File: src/irq_tb_pkg.sv
// Constants, field layouts and carrier types for the interrupt
// source collector and its two time-base generators.
// Assumes a 32-bit AXI4-Lite bus and a core on the same clock.
`default_nettype none

package irq_tb_pkg;

  // ********************************************************
  // Register map (byte addresses)
  // ********************************************************
  localparam int          ADDR_W       = 8;
  localparam logic [7:0]  OFF_TB0_CTRL = 8'h00;
  localparam logic [7:0]  OFF_TB1_CTRL = 8'h04;
  localparam logic [7:0]  OFF_CLK_SEL  = 8'h08;
  localparam logic [7:0]  OFF_ENABLE   = 8'h0c;
  localparam logic [7:0]  OFF_FLAGS    = 8'h10;
  localparam logic [7:0]  OFF_STATUS   = 8'h14;

  // ********************************************************
  // Time-base fields
  // ********************************************************
  localparam int          RUN_BIT      = 7;
  localparam int          PERIOD_LSB   = 0;
  localparam int          PERIOD_W     = 3;
  localparam int          SRC_W        = 2;
  localparam logic [7:0]  TB_CTRL_MASK = 8'h87;
  localparam logic [7:0]  CLK_SEL_MASK = 8'h03;
  localparam logic [7:0]  REG8_RESET   = 8'h00;
  localparam logic [1:0]  SRC_SYS      = 2'h0;
  localparam logic [1:0]  SRC_SYS_DIV4 = 2'h1;
  localparam logic [1:0]  SRC_SUB      = 2'h3;
  localparam logic [1:0]  DIV4_LAST    = 2'h3;
  localparam int          CNT_W        = 16;
  localparam logic [15:0] BASE_PERIOD  = 16'h0100;
  localparam logic [15:0] CNT_ONE      = 16'h0001;
  localparam logic [15:0] CNT_RESET    = 16'h0000;

  // ********************************************************
  // Flag and enable bit positions (vector order first)
  // ********************************************************
  localparam int B_DEMOD   = 0;
  localparam int B_CONV    = 1;
  localparam int B_TB0     = 2;
  localparam int B_TB1     = 3;
  localparam int B_GRP0    = 4;
  localparam int B_GRP1    = 5;
  localparam int B_GRP2    = 6;
  localparam int B_SERIAL  = 7;
  localparam int B_NVM     = 8;
  localparam int B_LV      = 9;
  localparam int B_TMR     = 10;
  localparam int B_TMR_TOP = 13;
  localparam int B_GLOBAL  = 15;
  localparam int N_TIMERS  = 2;
  localparam int VEC_W     = 8;
  localparam int FLAG_W    = 14;
  localparam int EN_W      = 16;
  localparam logic [13:0] FLAG_RESET = 14'h0000;
  localparam logic [15:0] EN_RESET   = 16'h0000;
  localparam logic [15:0] EN_MASK    = 16'hbfff;
  localparam logic [5:0]  NO_SRC_CLR = 6'h00;
  localparam logic [7:0]  VEC_NONE   = 8'h00;

  // ********************************************************
  // Bus answers
  // ********************************************************
  localparam logic [1:0]  RESP_OKAY   = 2'h0;
  localparam logic [1:0]  RESP_SLVERR = 2'h2;
  localparam logic [31:0] WORD_ZERO   = 32'h0000_0000;

  typedef struct packed {
    logic       demod_done;
    logic       conv_done;
    logic       nvm_write_done;
    logic       low_voltage;
    logic       serial_byte_done;
    logic [1:0] timer_period_match;
    logic [1:0] timer_second_match;
  } src_events_t;

  typedef struct packed {
    logic       take;
    logic [7:0] sel;
  } vector_req_t;

endpackage : irq_tb_pkg

`default_nettype wire

File: src/irq_sources_and_time_base.sv
// Interrupt request collector, vector decision and two time bases,
// with an AXI4-Lite register slave.
// Assumes event inputs and stack_full come from logic on aclk,
// sub_clk_pin from outside, and the bus idle while ce is low.
//
// Notes on behaviour
// - Demod done sets flag; needs global, own enable
// - Demod taken: clear its flag and global
// - Conversion done sets flag; needs global, enable
// - Conversion taken: clear its flag and global
// - Time-base overflow sets flag; needs both enables
// - Time-base taken: clear its flag and global
// - Source select: system, system/4, subsidiary clock
// - Time base 0 period 256 doubling to 32768
// - Time base 1 period, same scale, independent
// - Bit 7 runs each generator, resets zero
// - Unimplemented control bits always read zero
// - Nvm done sets flag; needs global, own, group2
// - Nvm taken: group flag, global cleared only
// - Low voltage sets flag; needs global, own, group2
// - Low voltage taken: source flag stays set
// - Each timer: two flags, two enables
// - Timer match sets flag via group 0/1
// - Timer taken: group flag, global cleared only
// - Serial byte sets flag; needs global, enable
// - Serial taken: clear its flag and global
// - No vectoring while return stack is full
// - Group flag set by its member requests
// - Flags set even when disabled; global blocks
`default_nettype none

module irq_sources_and_time_base (
  input  wire logic                    aclk,
  input  wire logic                    aresetn,
  input  wire logic                    ce,
  input  wire logic [7:0]              s_axi_awaddr,
  input  wire logic                    s_axi_awvalid,
  output logic                         s_axi_awready,
  input  wire logic [31:0]             s_axi_wdata,
  input  wire logic [3:0]              s_axi_wstrb,
  input  wire logic                    s_axi_wvalid,
  output logic                         s_axi_wready,
  output logic [1:0]                   s_axi_bresp,
  output logic                         s_axi_bvalid,
  input  wire logic                    s_axi_bready,
  input  wire logic [7:0]              s_axi_araddr,
  input  wire logic                    s_axi_arvalid,
  output logic                         s_axi_arready,
  output logic [31:0]                  s_axi_rdata,
  output logic [1:0]                   s_axi_rresp,
  output logic                         s_axi_rvalid,
  input  wire logic                    s_axi_rready,
  input  wire irq_tb_pkg::src_events_t events,
  input  wire logic                    stack_full,
  input  wire logic                    irq_return,
  input  wire logic                    sub_clk_pin,
  output irq_tb_pkg::vector_req_t      vector
);

  // ********************************************************
  // Bus channel state
  // ********************************************************
  logic        awready_q;
  logic        wready_q;
  logic        bvalid_q;
  logic [1:0]  bresp_q;
  logic        arready_q;
  logic        rvalid_q;
  logic [31:0] rdata_q;
  logic [1:0]  rresp_q;
  logic        aw_have_q;
  logic        w_have_q;
  logic [7:0]  aw_addr_q;
  logic [31:0] wdata_q;
  logic [3:0]  wstrb_q;

  // ********************************************************
  // Register and block state
  // ********************************************************
  logic [7:0]                     tb_ctrl_q [irq_tb_pkg::N_TIMERS];
  logic [7:0]                     clk_sel_q;
  logic [irq_tb_pkg::FLAG_W-1:0]  flag_q;
  logic [irq_tb_pkg::FLAG_W-1:0]  flag_d;
  logic [irq_tb_pkg::EN_W-1:0]    en_q;
  logic [irq_tb_pkg::EN_W-1:0]    en_base;
  logic                           glob_d;
  irq_tb_pkg::vector_req_t        vector_q;
  logic [1:0]                     div4_q;
  logic                           sub_meta_q;
  logic                           sub_sync_q;
  logic                           sub_prev_q;

  // ********************************************************
  // Write path decode
  // ********************************************************
  wire aw_hs    = s_axi_awvalid & awready_q;
  wire w_hs     = s_axi_wvalid & wready_q;
  wire b_hs     = bvalid_q & s_axi_bready;
  wire ar_hs    = s_axi_arvalid & arready_q;
  wire r_hs     = rvalid_q & s_axi_rready;
  wire do_write = aw_have_q & w_have_q & ~bvalid_q;

  wire [31:0] wmask;
  genvar gb;
  generate
    for (gb = 0; gb < 4; gb++) begin : g_lane
      assign wmask[gb*8 +: 8] = {8{wstrb_q[gb]}};
    end
  endgenerate

  wire wa_tb0  = aw_addr_q == irq_tb_pkg::OFF_TB0_CTRL;
  wire wa_tb1  = aw_addr_q == irq_tb_pkg::OFF_TB1_CTRL;
  wire wa_clk  = aw_addr_q == irq_tb_pkg::OFF_CLK_SEL;
  wire wa_en   = aw_addr_q == irq_tb_pkg::OFF_ENABLE;
  wire wa_flg  = aw_addr_q == irq_tb_pkg::OFF_FLAGS;
  wire wa_sts  = aw_addr_q == irq_tb_pkg::OFF_STATUS;
  wire wa_hit  = wa_tb0 | wa_tb1 | wa_clk | wa_en | wa_flg | wa_sts;
  wire wr_tb0  = do_write & wa_tb0;
  wire wr_tb1  = do_write & wa_tb1;
  wire wr_clk  = do_write & wa_clk;
  wire wr_en   = do_write & wa_en;
  wire wr_flg  = do_write & wa_flg;

  wire [31:0] wmerge_tb0 = ({24'h000000, tb_ctrl_q[0]} & ~wmask)
                         | (wdata_q & wmask);
  wire [31:0] wmerge_tb1 = ({24'h000000, tb_ctrl_q[1]} & ~wmask)
                         | (wdata_q & wmask);
  wire [31:0] wmerge_clk = ({24'h000000, clk_sel_q} & ~wmask)
                         | (wdata_q & wmask);
  wire [31:0] wmerge_en  = ({16'h0000, en_q} & ~wmask)
                         | (wdata_q & wmask);
  wire [31:0] wclear     = wdata_q & wmask;

  // Only implemented bits are ever stored
  wire [7:0] tb0_new = wmerge_tb0[7:0] & irq_tb_pkg::TB_CTRL_MASK;
  wire [7:0] tb1_new = wmerge_tb1[7:0] & irq_tb_pkg::TB_CTRL_MASK;
  wire [7:0] clk_new = wmerge_clk[7:0] & irq_tb_pkg::CLK_SEL_MASK;

  // ********************************************************
  // Read path decode
  // ********************************************************
  wire ra_tb0 = s_axi_araddr == irq_tb_pkg::OFF_TB0_CTRL;
  wire ra_tb1 = s_axi_araddr == irq_tb_pkg::OFF_TB1_CTRL;
  wire ra_clk = s_axi_araddr == irq_tb_pkg::OFF_CLK_SEL;
  wire ra_en  = s_axi_araddr == irq_tb_pkg::OFF_ENABLE;
  wire ra_flg = s_axi_araddr == irq_tb_pkg::OFF_FLAGS;
  wire ra_sts = s_axi_araddr == irq_tb_pkg::OFF_STATUS;
  wire ra_hit = ra_tb0 | ra_tb1 | ra_clk | ra_en | ra_flg | ra_sts;

  wire [7:0] pend;
  wire [31:0] status_word = {22'h000000, stack_full, |pend, vector_q.sel};
  wire [31:0] rd_word =
      ra_tb0 ? {24'h000000, tb_ctrl_q[0]} :
      ra_tb1 ? {24'h000000, tb_ctrl_q[1]} :
      ra_clk ? {24'h000000, clk_sel_q} :
      ra_en  ? {16'h0000, en_q} :
      ra_flg ? {18'h00000, flag_q} :
      ra_sts ? status_word :
               irq_tb_pkg::WORD_ZERO;

  // ********************************************************
  // Time-base input clock
  // ********************************************************
  // Subsidiary clock is only sampled; it must be well below aclk/2
  wire [1:0] src_sel  = clk_sel_q[irq_tb_pkg::SRC_W-1:0];
  wire       sub_rise = sub_sync_q & ~sub_prev_q;
  wire       div4_hit = div4_q == irq_tb_pkg::DIV4_LAST;
  // Undefined code selects nothing, so both time bases hold
  wire tb_tick =
      (src_sel == irq_tb_pkg::SRC_SYS)      ? 1'b1 :
      (src_sel == irq_tb_pkg::SRC_SYS_DIV4) ? div4_hit :
      (src_sel == irq_tb_pkg::SRC_SUB)      ? sub_rise :
                                              1'b0;

  // ********************************************************
  // Time-base generators
  // ********************************************************
  wire [irq_tb_pkg::N_TIMERS-1:0] tb_ovf;
  genvar gt;
  generate
    for (gt = 0; gt < irq_tb_pkg::N_TIMERS; gt++) begin : g_tbase
      logic [irq_tb_pkg::CNT_W-1:0] cnt_q;
      wire run = tb_ctrl_q[gt][irq_tb_pkg::RUN_BIT];
      wire [irq_tb_pkg::PERIOD_W-1:0] per =
          tb_ctrl_q[gt][irq_tb_pkg::PERIOD_LSB +: irq_tb_pkg::PERIOD_W];
      // Period is 256 input clocks shifted up by the code
      wire [irq_tb_pkg::CNT_W-1:0] last =
          (irq_tb_pkg::BASE_PERIOD << per) - irq_tb_pkg::CNT_ONE;
      wire at_last = cnt_q == last;
      assign tb_ovf[gt] = run & tb_tick & at_last;
      always_ff @(posedge aclk) begin
        if (!aresetn) begin
          cnt_q <= irq_tb_pkg::CNT_RESET;
        end else if (ce) begin
          if (!run) begin
            cnt_q <= irq_tb_pkg::CNT_RESET;
          end else if (tb_tick) begin
            cnt_q <= at_last ? irq_tb_pkg::CNT_RESET
                             : cnt_q + irq_tb_pkg::CNT_ONE;
          end
        end
      end
    end
  endgenerate

  // ********************************************************
  // Request flags
  // ********************************************************
  wire [1:0] tmr_any = events.timer_period_match
                     | events.timer_second_match;
  wire [irq_tb_pkg::FLAG_W-1:0] flag_set;
  // Events set flags whatever the enables say
  assign flag_set[irq_tb_pkg::B_DEMOD]  = events.demod_done;
  assign flag_set[irq_tb_pkg::B_CONV]   = events.conv_done;
  assign flag_set[irq_tb_pkg::B_TB0]    = tb_ovf[0];
  assign flag_set[irq_tb_pkg::B_TB1]    = tb_ovf[1];
  assign flag_set[irq_tb_pkg::B_GRP0]   = tmr_any[0];
  assign flag_set[irq_tb_pkg::B_GRP1]   = tmr_any[1];
  assign flag_set[irq_tb_pkg::B_GRP2]   = events.nvm_write_done
                                        | events.low_voltage;
  assign flag_set[irq_tb_pkg::B_SERIAL] = events.serial_byte_done;
  assign flag_set[irq_tb_pkg::B_NVM]    = events.nvm_write_done;
  assign flag_set[irq_tb_pkg::B_LV]     = events.low_voltage;

  // Each timer owns a period-match and a second-match flag
  generate
    for (gt = 0; gt < irq_tb_pkg::N_TIMERS; gt++) begin : g_tmr_flag
      assign flag_set[irq_tb_pkg::B_TMR + 2*gt] =
          events.timer_period_match[gt];
      assign flag_set[irq_tb_pkg::B_TMR + 2*gt + 1] =
          events.timer_second_match[gt];
    end
  endgenerate

  // ********************************************************
  // Vector decision
  // ********************************************************
  wire [irq_tb_pkg::FLAG_W-1:0] live = flag_q & en_q[irq_tb_pkg::FLAG_W-1:0];
  wire grp0_src = |live[irq_tb_pkg::B_TMR +: 2];
  wire grp1_src = |live[irq_tb_pkg::B_TMR + 2 +: 2];
  wire grp2_src = live[irq_tb_pkg::B_NVM] | live[irq_tb_pkg::B_LV];
  // Group vectors also need an enabled member still requesting
  assign pend = live[irq_tb_pkg::VEC_W-1:0]
              & {1'b1, grp2_src, grp1_src, grp0_src, 4'hf};
  wire glob     = en_q[irq_tb_pkg::B_GLOBAL];
  // Held off, not dropped, while the return stack is full
  wire take     = ce & glob & |pend & ~stack_full;
  // Lowest set bit wins; the rest stay pending
  wire [7:0] take_sel = pend & (~pend + 8'h01);
  // Only the vector-order flags clear; member flags are software's
  wire [irq_tb_pkg::FLAG_W-1:0] hw_clr =
      take ? {irq_tb_pkg::NO_SRC_CLR, take_sel}
           : irq_tb_pkg::FLAG_RESET;
  wire [irq_tb_pkg::FLAG_W-1:0] sw_clr =
      wr_flg ? wclear[irq_tb_pkg::FLAG_W-1:0] : irq_tb_pkg::FLAG_RESET;
  // A new event beats any clear landing in the same cycle
  assign flag_d  = (flag_q & ~hw_clr & ~sw_clr) | flag_set;
  assign en_base = wr_en ? (wmerge_en[irq_tb_pkg::EN_W-1:0]
                            & irq_tb_pkg::EN_MASK) : en_q;
  // Software or a return re-arms; otherwise a taken vector disarms
  assign glob_d  = irq_return | (wr_en ? en_base[irq_tb_pkg::B_GLOBAL]
                                       : glob & ~take);

  // ********************************************************
  // Interrupt and time-base registers
  // ********************************************************
  always_ff @(posedge aclk) begin
    if (!aresetn) begin
      flag_q <= irq_tb_pkg::FLAG_RESET;
      en_q   <= irq_tb_pkg::EN_RESET;
    end else if (ce) begin
      flag_q <= flag_d;
      en_q   <= en_base;
      en_q[irq_tb_pkg::B_GLOBAL] <= glob_d;
    end
  end

  always_ff @(posedge aclk) begin
    if (!aresetn) begin
      vector_q.take <= 1'b0;
      vector_q.sel  <= irq_tb_pkg::VEC_NONE;
    end else if (ce) begin
      vector_q.take <= take;
      if (take) begin
        vector_q.sel <= take_sel;
      end
    end
  end

  always_ff @(posedge aclk) begin
    if (!aresetn) begin
      tb_ctrl_q[0] <= irq_tb_pkg::REG8_RESET;
      tb_ctrl_q[1] <= irq_tb_pkg::REG8_RESET;
      clk_sel_q    <= irq_tb_pkg::REG8_RESET;
    end else if (ce) begin
      if (wr_tb0) begin
        tb_ctrl_q[0] <= tb0_new;
      end
      if (wr_tb1) begin
        tb_ctrl_q[1] <= tb1_new;
      end
      if (wr_clk) begin
        clk_sel_q <= clk_new;
      end
    end
  end

  // ********************************************************
  // Clock source helpers
  // ********************************************************
  always_ff @(posedge aclk) begin
    if (!aresetn) begin
      div4_q     <= 2'h0;
      sub_meta_q <= 1'b0;
      sub_sync_q <= 1'b0;
      sub_prev_q <= 1'b0;
    end else if (ce) begin
      div4_q     <= div4_q + 2'h1;
      sub_meta_q <= sub_clk_pin;
      sub_sync_q <= sub_meta_q;
      sub_prev_q <= sub_sync_q;
    end
  end

  // ********************************************************
  // AXI4-Lite write channel
  // ********************************************************
  always_ff @(posedge aclk) begin
    if (!aresetn) begin
      awready_q <= 1'b0;
      wready_q  <= 1'b0;
      aw_have_q <= 1'b0;
      w_have_q  <= 1'b0;
      aw_addr_q <= 8'h00;
      wdata_q   <= irq_tb_pkg::WORD_ZERO;
      wstrb_q   <= 4'h0;
      bvalid_q  <= 1'b0;
      bresp_q   <= irq_tb_pkg::RESP_OKAY;
    end else if (ce) begin
      awready_q <= ~aw_have_q & ~aw_hs & ~bvalid_q;
      wready_q  <= ~w_have_q & ~w_hs & ~bvalid_q;
      if (aw_hs) begin
        aw_have_q <= 1'b1;
        aw_addr_q <= s_axi_awaddr;
      end
      if (w_hs) begin
        w_have_q <= 1'b1;
        wdata_q  <= s_axi_wdata;
        wstrb_q  <= s_axi_wstrb;
      end
      if (do_write) begin
        bvalid_q <= 1'b1;
        bresp_q  <= wa_hit ? irq_tb_pkg::RESP_OKAY
                           : irq_tb_pkg::RESP_SLVERR;
      end
      if (b_hs) begin
        bvalid_q  <= 1'b0;
        aw_have_q <= 1'b0;
        w_have_q  <= 1'b0;
      end
    end
  end

  // ********************************************************
  // AXI4-Lite read channel
  // ********************************************************
  always_ff @(posedge aclk) begin
    if (!aresetn) begin
      arready_q <= 1'b0;
      rvalid_q  <= 1'b0;
      rdata_q   <= irq_tb_pkg::WORD_ZERO;
      rresp_q   <= irq_tb_pkg::RESP_OKAY;
    end else if (ce) begin
      arready_q <= ~rvalid_q & ~ar_hs;
      if (ar_hs) begin
        rvalid_q <= 1'b1;
        rdata_q  <= rd_word;
        rresp_q  <= ra_hit ? irq_tb_pkg::RESP_OKAY
                           : irq_tb_pkg::RESP_SLVERR;
      end else if (r_hs) begin
        rvalid_q <= 1'b0;
      end
    end
  end

  assign s_axi_awready = awready_q;
  assign s_axi_wready  = wready_q;
  assign s_axi_bvalid  = bvalid_q;
  assign s_axi_bresp   = bresp_q;
  assign s_axi_arready = arready_q;
  assign s_axi_rvalid  = rvalid_q;
  assign s_axi_rdata   = rdata_q;
  assign s_axi_rresp   = rresp_q;
  assign vector        = vector_q;

endmodule : irq_sources_and_time_base

`default_nettype wire

File: config.mk
export PLATFORM = sky130hd
export DESIGN_NAME = irq_sources_and_time_base
export DESIGN_NICKNAME = d
export VERILOG_FILES = /design/src/irq_tb_pkg.sv /design/src/irq_sources_and_time_base.sv
export SDC_FILE = /design/constraint.sdc
export NUM_CORES = 1
export LEC_CHECK = 0
export BUFFER_PORTS_ARGS = -buffer_cell sky130_fd_sc_hd__buf_2
export CAP_MARGIN = 10
export CORE_UTILIZATION = 40
export CTS_BUF_LIST = sky130_fd_sc_hd__clkbuf_8
export DETAILED_ROUTE_END_ITERATION = 8
export GPL_ROUTABILITY_DRIVEN = 1
export PLACE_DENSITY = 0.59
export SLEW_MARGIN = 30
export SYNTH_ARGS = -nofsm -noshare
export SYNTH_HDL_FRONTEND = slang
export SYNTH_SLANG_ARGS = --single-unit
File: constraint.sdc
create_clock -name aclk -period 2.2 [get_ports aclk]
set_clock_uncertainty 0.1 [all_clocks]
set_input_delay 0.11 -clock aclk [delete_from_list [all_inputs] [get_ports aclk]]
set_output_delay 0.11 -clock aclk [all_outputs]
set_load 0.01 [all_outputs]
Word level (Yosys, flattened, before mapping)
Memory sizes are Yosys's and may differ from the RTL's.
Cells that the tools add are included.
{"block": "word_totals", "ram_bits": 8, "ff_bits": 146, "in_bits": 72, "mem_count": 1, "output_inout_bits": 50, "wordCells": 184}
{"block": "op_classes", "shifts": 2, "eq_ne": 17, "n_addsub": 6, "reduce_logical": 23, "n_mux": 39, "bitwise_logic": 71}
{"memory": "tb_ctrl_q", "depth": 2, "word_bits": 4, "read_ports": 2, "rd_ports_with_merged_regs": 0, "wr": 2, "line_no": "irq_sources_and_time_base.sv:80", "rtl": "logic [7:0] tb_ctrl_q [irq_tb_pkg::N_TIMERS];"}
{"cell": "16-bit two-way mux", "n": 10}
{"cell": "14-bit bitwise AND", "n": 3}
{"cell": "16-bit by 1-bit adder with 16-bit output, second input constant", "n": 2}
{"cell": "16-bit bitwise AND", "n": 2}
{"cell": "8-bit bitwise AND", "n": 4}
{"cell": "16-bit equality test", "n": 2}
{"cell": "8-bit by 4-bit equality test with 1-bit output, second input constant", "n": 4}
{"cell": "8-bit by 5-bit equality test with 1-bit output, second input constant", "n": 4}
{"cell": "9-bit by 3-bit << shifter with 16-bit output, first input constant", "n": 2}
{"cell": "16-bit by 1-bit subtractor with 16-bit output, second input constant", "n": 2}
{"cell": "14-bit two-way mux", "n": 2}
{"cell": "1-bit bitwise AND", "n": 26}
{"cell": "2-bit AND reduction", "n": 13}
{"cell": "1-bit two-way mux", "n": 21}
{"cell": "8-bit by 3-bit equality test with 1-bit output, second input constant", "n": 2}
{"cell": "8-bit zero test", "n": 2}
{"cell": "16-bit inverter", "n": 1}
{"cell": "16-bit OR", "n": 1}
{"cell": "8-bit OR", "n": 2}
{"cell": "1-bit OR", "n": 15}
{"cell": "14-bit inverter", "n": 1}
{"cell": "8-bit inverter with 14-bit output", "n": 1}
{"cell": "14-bit OR", "n": 1}
{"cell": "10-bit two-way mux", "n": 1}
{"cell": "other kinds (16)", "n": 34}

Logic depth before layout (Yosys ltp)
Gate-level depths: netlist of the first run.
{"block": "depth", "word_depth": 11, "ltp_mapped": 7, "depth_no_buf": 6}

Worst setup path before layout of the first run
OpenSTA, ideal clock, no wires.
{"block": "synth_timing", "path_kind": "register to register", "start": "reg aw_addr_q[1]", "end": "mem tb_ctrl_q[0][0] (netlist name) (enable)", "setup_slack_ns": -0.015, "path_stages_with_launch": 5, "synth_period_minus_slack_ns": 2.215, "required_time_ns": 1.765, "arrival_time_ns": 1.780, "n_path_buf": 0, "setup_time_ns": 0.335, "cell_sequence": "dfxtp_1 > or4_4 > or2_1 > or4_1 > o21ai_1"}
{"item": "start, declared", "line_no": "irq_sources_and_time_base.sv:73", "rtl": "logic [7:0] aw_addr_q;"}
{"item": "start signal, assigned", "line_no": "irq_sources_and_time_base.sv:344", "rtl": "aw_addr_q <= s_axi_awaddr;"}
{"item": "end, declared", "line_no": "irq_sources_and_time_base.sv:80"}

==> metrics.txt, run 1 <==
status=finished clean; CP Buf/Inv Count=0; n_diodes=0; Non-Filler Instances=about 1200; utilization after layout=0.5238; Hold WC Path Type=in2reg; Cells after DPL=1099; first-pass GRT wire length=approximately 30000 um; synth unique cells=between 70 and 80; Nets=between 1000 and 1500; DR iter-0 viols=492; Mapped Area=approximately 6700 um2; Worst-path clk slew=0.08 ns; syn_area_per_cell=8.388 um2; Critical Path RT=approximately 2.3 ns; post-synth top area share=0.3773; Clock Power Share=0.440; commonest cells after routing, fill and taps aside=nand2_1 (131), dfxtp_1 (126), buf_2 (83); setup TNS=0 ns; CORE AREA=roughly 16000 um2; CP max stage delay=approximately 0.53 ns; internal power=4.077 mW; CP Max Fanout=4; worst hold path depth=3; multi-input combinational cell area=roughly 3600 um2; Hold Violations, Final=0; setup slack at placement=between 0.03 and 0.04 ns; largest net degree at the start of global routing=45; register area share after synthesis=0.4133; DPL Wire Length=13360 um; sequential cell area=around 2800 um2; GRT Util Overall=0.2204; Hold Path Origin=s_axi_araddr[3]; Placer Congestion=0.8221; number of synthesized flops with an enable pin=8; Max Freq=approximately 0.47 GHz; Vias/cell=roughly 5.4; Synth area leader=dfxtp_1; row count=46; YS warnings=0; Critical Path Sink Type=register; power share of the combinational group=0.087; antenna-violating nets left=0; crit path max-delay cell type=or4_4; worst slew pin tran=just under 0.7 ns; TritonCTS clock tree=done; startpoint types=register; RSZ-0062 raised after global routing=yes; # fillers=~1600; Sw Share=0.2448; Pwr per Cell Area=around 640 nW/um2; synthesized instance count=797; starting density of the core=0.4148; die span in y=131.3 um; dominant synthesized flop cell=dfxtp_1; Synth async-reset ratio=0; initial antenna violation count=0; Wirelength per Cell=16.08 um; Slew headroom=0.5462; boundary pin count=about 120; Reg2Reg Depth=4; Pins Over Slew Limit=0; Final WS setup=0.05618 ns; IO Port Bufs=83; CP delay by family, top=simple AND/OR/NAND/NOR gates; share of cells above drive strength 1=0.1967; max-cap viol count=0; H-tree Lvls=4; commonest non-fill, non-tap cell in the layout=nand2_1; total power=around 5.4 mW; Tcrit/Tclk final=0.9745; Final setup viols=0; Max VDD drop=just over 400 uV; CP arrival=about 2.2 ns; First-pass DRT Iterations=5; Bufs on Longest Clock Path=2; hold endpoint=s_axi_rresp[1]$_SDFFE_PN0P_; net switching power=1.322 mW; vias in the first global route=just under 6000; Die ar.=approximately 17000 um2; Synth area leaders=dfxtp_1 (38%), nand2_1 (7.4%), a21oi_1 (5.4%); RR Startpoint=aw_addr_q[1]$_SDFFE_PN0P_; DIE WIDTH=roughly 130 um; Layout area overhead=26.26%; Crit Path Category=reg2reg; Flop pwr share=0.473; Seq cells post-synth=134; Cell Chain, Critical Path=or4_4 > or2_1 > or4_1 > o21ai_4; R2R Path End=tb_ctrl_q[0][2]$_SDFFCE_PN0P_; Final min period=between 2 and 2.5 ns; flop-to-flop setup slack=about 0.056 ns; vias=~6400; CTS sink cnt=between 100 and 150; Leak=approximately 3.2 nW; # DRC=0; grt total ovfl=0; Worst-Skew Late Latency=between 0.4 and 0.5 ns; total CTS buffers=17; clock root buffer=clkbuf_8; Total Wirelength=around 19000 um
-- tightest hold or removal path, stage by stage --
cell and delay, ns:
buf_2 0.19, o21ai_0 0.21, a31oi_1 0.08
-- repair_timing --
action / CTS / global route
hold endpoints to repair: 56 / 0
hold buffers: 46 / 0
endpoints found under the setup margin: 0 / 31
resized for setup: 0 / 7
buffers inserted: 0 / 1
-- logic make-up after synthesis --
| logic type | after synthesis | share of synthesized area |
|---|---|---|
| AO/OA/AOI/OAI | 230 | 0.2321 |
| multiplexers | 17 | 0.02545 |
| adder cells (fa/ha/maj) | 3 | 0.005615 |
| XOR/XNOR | 23 | 0.03013 |
| buffers and inverters | 80 | 0.05821 |
| AND/OR/NAND/NOR | 309 | 0.2347 |
| flip-flops | 134 | 0.4133 |
| other | 1 | 0.0005609 |
-- cell usage after synthesis (3+ instances only) --
cell	number
a2111oi_0	3
a211oi_1	20
a21oi_1	72
a222oi_1	3
a22o_1	10
a22oi_1	10
a2bb2oi_1	6
a31oi_1	7
a32o_1	4
and2_1	3
and3_1	11
and4_1	6
buf_1	3
buf_2	5
buf_4	20
clkbuf_1	30
dfxtp_1	126
edfxtp_1	8
ha_1	3
inv_1	21
mux2i_1	17
nand2_1	131
nand2b_1	5
nand3_1	22
nand3b_1	3
nand4_1	15
nor2_1	53
nor2b_1	5
nor3_1	10
nor4_1	11
o2111ai_1	3
o211ai_1	4
o21a_1	3
o21ai_0	40
o21ai_1	3
o22ai_1	6
o2bb2ai_1	3
o31ai_1	4
o32ai_1	4
or3_1	4
or4_1	5
or4_4	3
xnor2_1	15
xor2_1	8
-- through the flow --
step	instance area (um2)	hold WS, ns
final	8441	0.06677
after global routing	8441	0.07332
after CTS	8406	0.04468
after detailed placement	7493	0.2557
after global placement	7493	0.2557
after floorplan	6756	0.1422
-- how the worst max path moves through the flow --
stage	from	to	slack [ns]	cells after the start
floorplan	aw_addr_q[1]$_SDFFE_PN0P_	tb_ctrl_q[0][0]$_SDFFCE_PN0P_	0.05	4
CTS	aw_addr_q[1]$_SDFFE_PN0P_	tb_ctrl_q[0][2]$_SDFFCE_PN0P_	0.04	4
detailed placement	aw_addr_q[1]$_SDFFE_PN0P_	tb_ctrl_q[0][0]$_SDFFCE_PN0P_	0.04	4
finish	aw_addr_q[1]$_SDFFE_PN0P_	tb_ctrl_q[0][2]$_SDFFCE_PN0P_	0.06	4
global placement	aw_addr_q[1]$_SDFFE_PN0P_	tb_ctrl_q[0][0]$_SDFFCE_PN0P_	0.06	4
global route	aw_addr_q[1]$_SDFFE_PN0P_	register	-0.03	6
-- power by group through the flow --
stage	clock network, mW	logic (mW)	registers, mW
3_5_place_dp	0	0.400	2.61
4_1_cts	2.42	0.464	2.55
6_report	2.38	0.470	2.55
2_1_floorplan	0	0.263	2.59
3_3_place_gp	0	0.399	2.61
5_1_grt	2.51	0.517	2.56
-- final cells by class --
| cell class | instances | area share |
|---|---|---|
| Multi-Input combinational cell | 601 | 0.4306 |
| Sequential cell | 134 | 0.3273 |
| Timing Repair Buffer | 174 | 0.1472 |
| Tap cell | 216 | 0.03202 |
| Clock buffer | 18 | 0.02935 |
| Clock inverter | 13 | 0.02416 |
| Inverter | 21 | 0.009339 |
-- metal layers --
layer	share of wire	GRT usage	vias up
li1	-	-	3202
met1	0.49	0.3139	3000
met2	0.44	0.3342	195
met3	0.057	0.04321	15
met4	0.0099	0.06589	0
met5	0	0	-
Power figures use the tool's default switching activity.
==> run 2, diff against run 1 <==
Settings changed: BUFFER_PORTS_ARGS -buffer_cell sky130_fd_sc_hd__buf_2 to -buffer_cell sky130_fd_sc_hd__buf_4.
==> run 2 against run 1 <==
Net effect:
- total power decreased by 8.1%
- highest routed layer unchanged
- utilization increased by 0.52 points
- cell count unchanged
- largest cell class unchanged
- critical path type unchanged
- largest power group unchanged
- maximum frequency decreased by 1.7%
- final area increased by 0.99%
==> metrics.txt, run 2 (synthesis results as in run 1) <==
IO Port Bufs=83 (unchanged); GRT Util Overall=0.2283 (was 0.2204); Pins Over Slew Limit=0 (unchanged); Bufs on Longest Clock Path=2 (unchanged); RSZ-0062 raised after global routing=yes (unchanged); Final setup viols=0 (unchanged); clock root buffer=clkbuf_8 (unchanged); vias=6481 (was 6412); Layout area overhead=27.51% (was 26.26%); internal power=3.646 mW (was 4.077 mW); DPL Wire Length=14020 um (was 13360 um); die span in y=131.3 um (unchanged); # fillers=1517 (was 1577); worst hold slack=0.03287 ns (was 0.06677 ns); CTS sink cnt=134 (unchanged); power share of the combinational group=0.102 (was 0.087); Max Freq=0.4587 GHz (was 0.4665 GHz); Pwr per Cell Area=582.0 nW/um2 (was 639.7 nW/um2); Final WS setup=0.01989 ns (was 0.05618 ns); Worst-Skew Late Latency=0.45 ns (was 0.46 ns); First-pass DRT Iterations=6 (was 5); initial antenna violation count=0 (unchanged); Flop pwr share=0.515 (was 0.473); Total Wirelength=19400 um (was 18920 um); Clock Power Share=0.383 (was 0.440); Vias/cell=5.506 (was 5.448); setup slack at placement=0.03253 ns (was 0.03882 ns); Critical Path Sink Type=register (unchanged); Crit Path Category=reg2reg (unchanged); Final min period=2.180 ns (was 2.144 ns); Hold WC Path Type=in2reg (unchanged); worst slew pin tran=0.6863 ns (was 0.6807 ns); total CTS buffers=17 (unchanged); first-pass GRT wire length=31510 um (was 30380 um); # DRC=0 (unchanged); status=finished clean (unchanged); commonest cells after routing, fill and taps aside=nand2_1 (131), buf_4 (127), dfxtp_1 (125) (was nand2_1 (131), dfxtp_1 (126), buf_2 (83)); net switching power=1.315 mW (was 1.322 mW); row count=46 (unchanged); antenna-violating nets left=0 (unchanged); Wirelength per Cell=16.48 um (was 16.08 um); DR iter-0 viols=457 (was 492); DIE WIDTH=131.3 um (unchanged); largest net degree at the start of global routing=37 (was 45); starting density of the core=0.4148 (unchanged); total power=4.961 mW (was 5.399 mW); Critical Path RT=2.25 ns (was 2.26 ns); CP arrival=2.23 ns (was 2.20 ns); max-cap viol count=0 (unchanged); startpoint types=register (unchanged); CP Max Fanout=4 (unchanged); Max VDD drop=514.0 uV (was 414.0 uV); Sw Share=0.2651 (was 0.2448); TritonCTS clock tree=done (unchanged); commonest non-fill, non-tap cell in the layout=nand2_1 (unchanged); Hold Violations, Final=0 (unchanged); Slew headroom=0.5412 (was 0.5462); post-route cell area=8524 um2 (was 8441 um2); grt total ovfl=0 (unchanged); Nets=1024 (unchanged); Die ar.=17230 um2 (unchanged); H-tree Lvls=4 (unchanged); Placed Area=7697 um2 (was 7493 um2); vias in the first global route=6241 (was 5765); share of cells above drive strength 1=0.1956 (was 0.1967); boundary pin count=122 (unchanged); n_diodes=0 (unchanged); CORE AREA=16120 um2 (unchanged); Placer Congestion=0.8742 (was 0.8221); Worst-path clk slew=0.08 ns (about the same); Tcrit/Tclk final=0.9910 (was 0.9745); Leak=3.204 nW (was 3.200 nW)
run 2: cell count changes in the layout (fill, tap and decap cells not counted), sizes merged:
cell         before  now
clkinv            5    6
inv              22   25
bufinv            5    1
buf             128  129
dlygate4sd3      46   45
run 2: metrics by stage:
step	utilization	cells	setup TNS (ns)
final	0.5290	1177	0
after floorplan	-	815	0
after global routing	0.5290	1177	-0.4006
after CTS	0.5276	1177	0
after global placement	0.4776	1101	0
after detailed placement	0.4776	1101	0
run 2: worst paths after layout:
kind | from | end | slack, ns | cells after the start
worst max-delay path | aw_addr_q[7]$_SDFFE_PN0P_ | tb_ctrl_q[0][2]$_SDFFCE_PN0P_ | 0.02 | 4
worst min-delay path | ce | s_axi_arready$_SDFFE_PN0P_ | 0.03 | 3
worst max register to register | aw_addr_q[7]$_SDFFE_PN0P_ | tb_ctrl_q[0][2]$_SDFFCE_PN0P_ | 0.02 | 4
worst min register to register | s_axi_rdata[15]$_SDFFE_PN0P_ | s_axi_rdata[15]$_SDFFE_PN0P_ | 0.36 | 2
run 2: critical path, cell delays in order, from the launching register on:
cell     delay, ns
dfxtp_2       0.33
or4_4         0.55
or2_1         0.26
or4_4         0.43
o21ai_4       0.21
run 2: power groups by stage:
stage	combinational (mW)	sequential (mW)	clock, mW
6_report	0.506	2.55	1.90
5_1_grt	0.553	2.56	2.05
4_1_cts	0.501	2.55	1.94
3_5_place_dp	0.434	2.61	0
3_3_place_gp	0.424	2.61	0
2_1_floorplan	0.263	2.59	0
run 2: final cells by class:
class / instances / area [um2] / share of cell area
repair buffers: 174 / 1435 / 0.1684
clock buffers: 18 / 247.7 / 0.02906
inverters: 21 / 78.83 / 0.009247
well taps: 216 / 270.3 / 0.03170
flip-flops and latches: 134 / 2764 / 0.3242
clock inverters: 13 / 107.6 / 0.01262
multi-input cells: 601 / 3621 / 0.4248
run 2: what timing repair did:
action / in CTS / in global routing
hold endpoints to repair: 53 / 0
buffers inserted: 0 / 0
hold buffers: 45 / 0
resized for setup: 0 / 6
setup endpoints to repair: 0 / 24
run 2: routing by layer:
layer | track usage | wire [um] | vias to the layer above
li1 | - | - | 3185
met1 | 0.3087 | 9313 | 3047
met2 | 0.3650 | 8716 | 224
met3 | 0.04591 | 1092 | 25
met4 | 0.06977 | 277 | 0
met5 | 0 | 0 | -
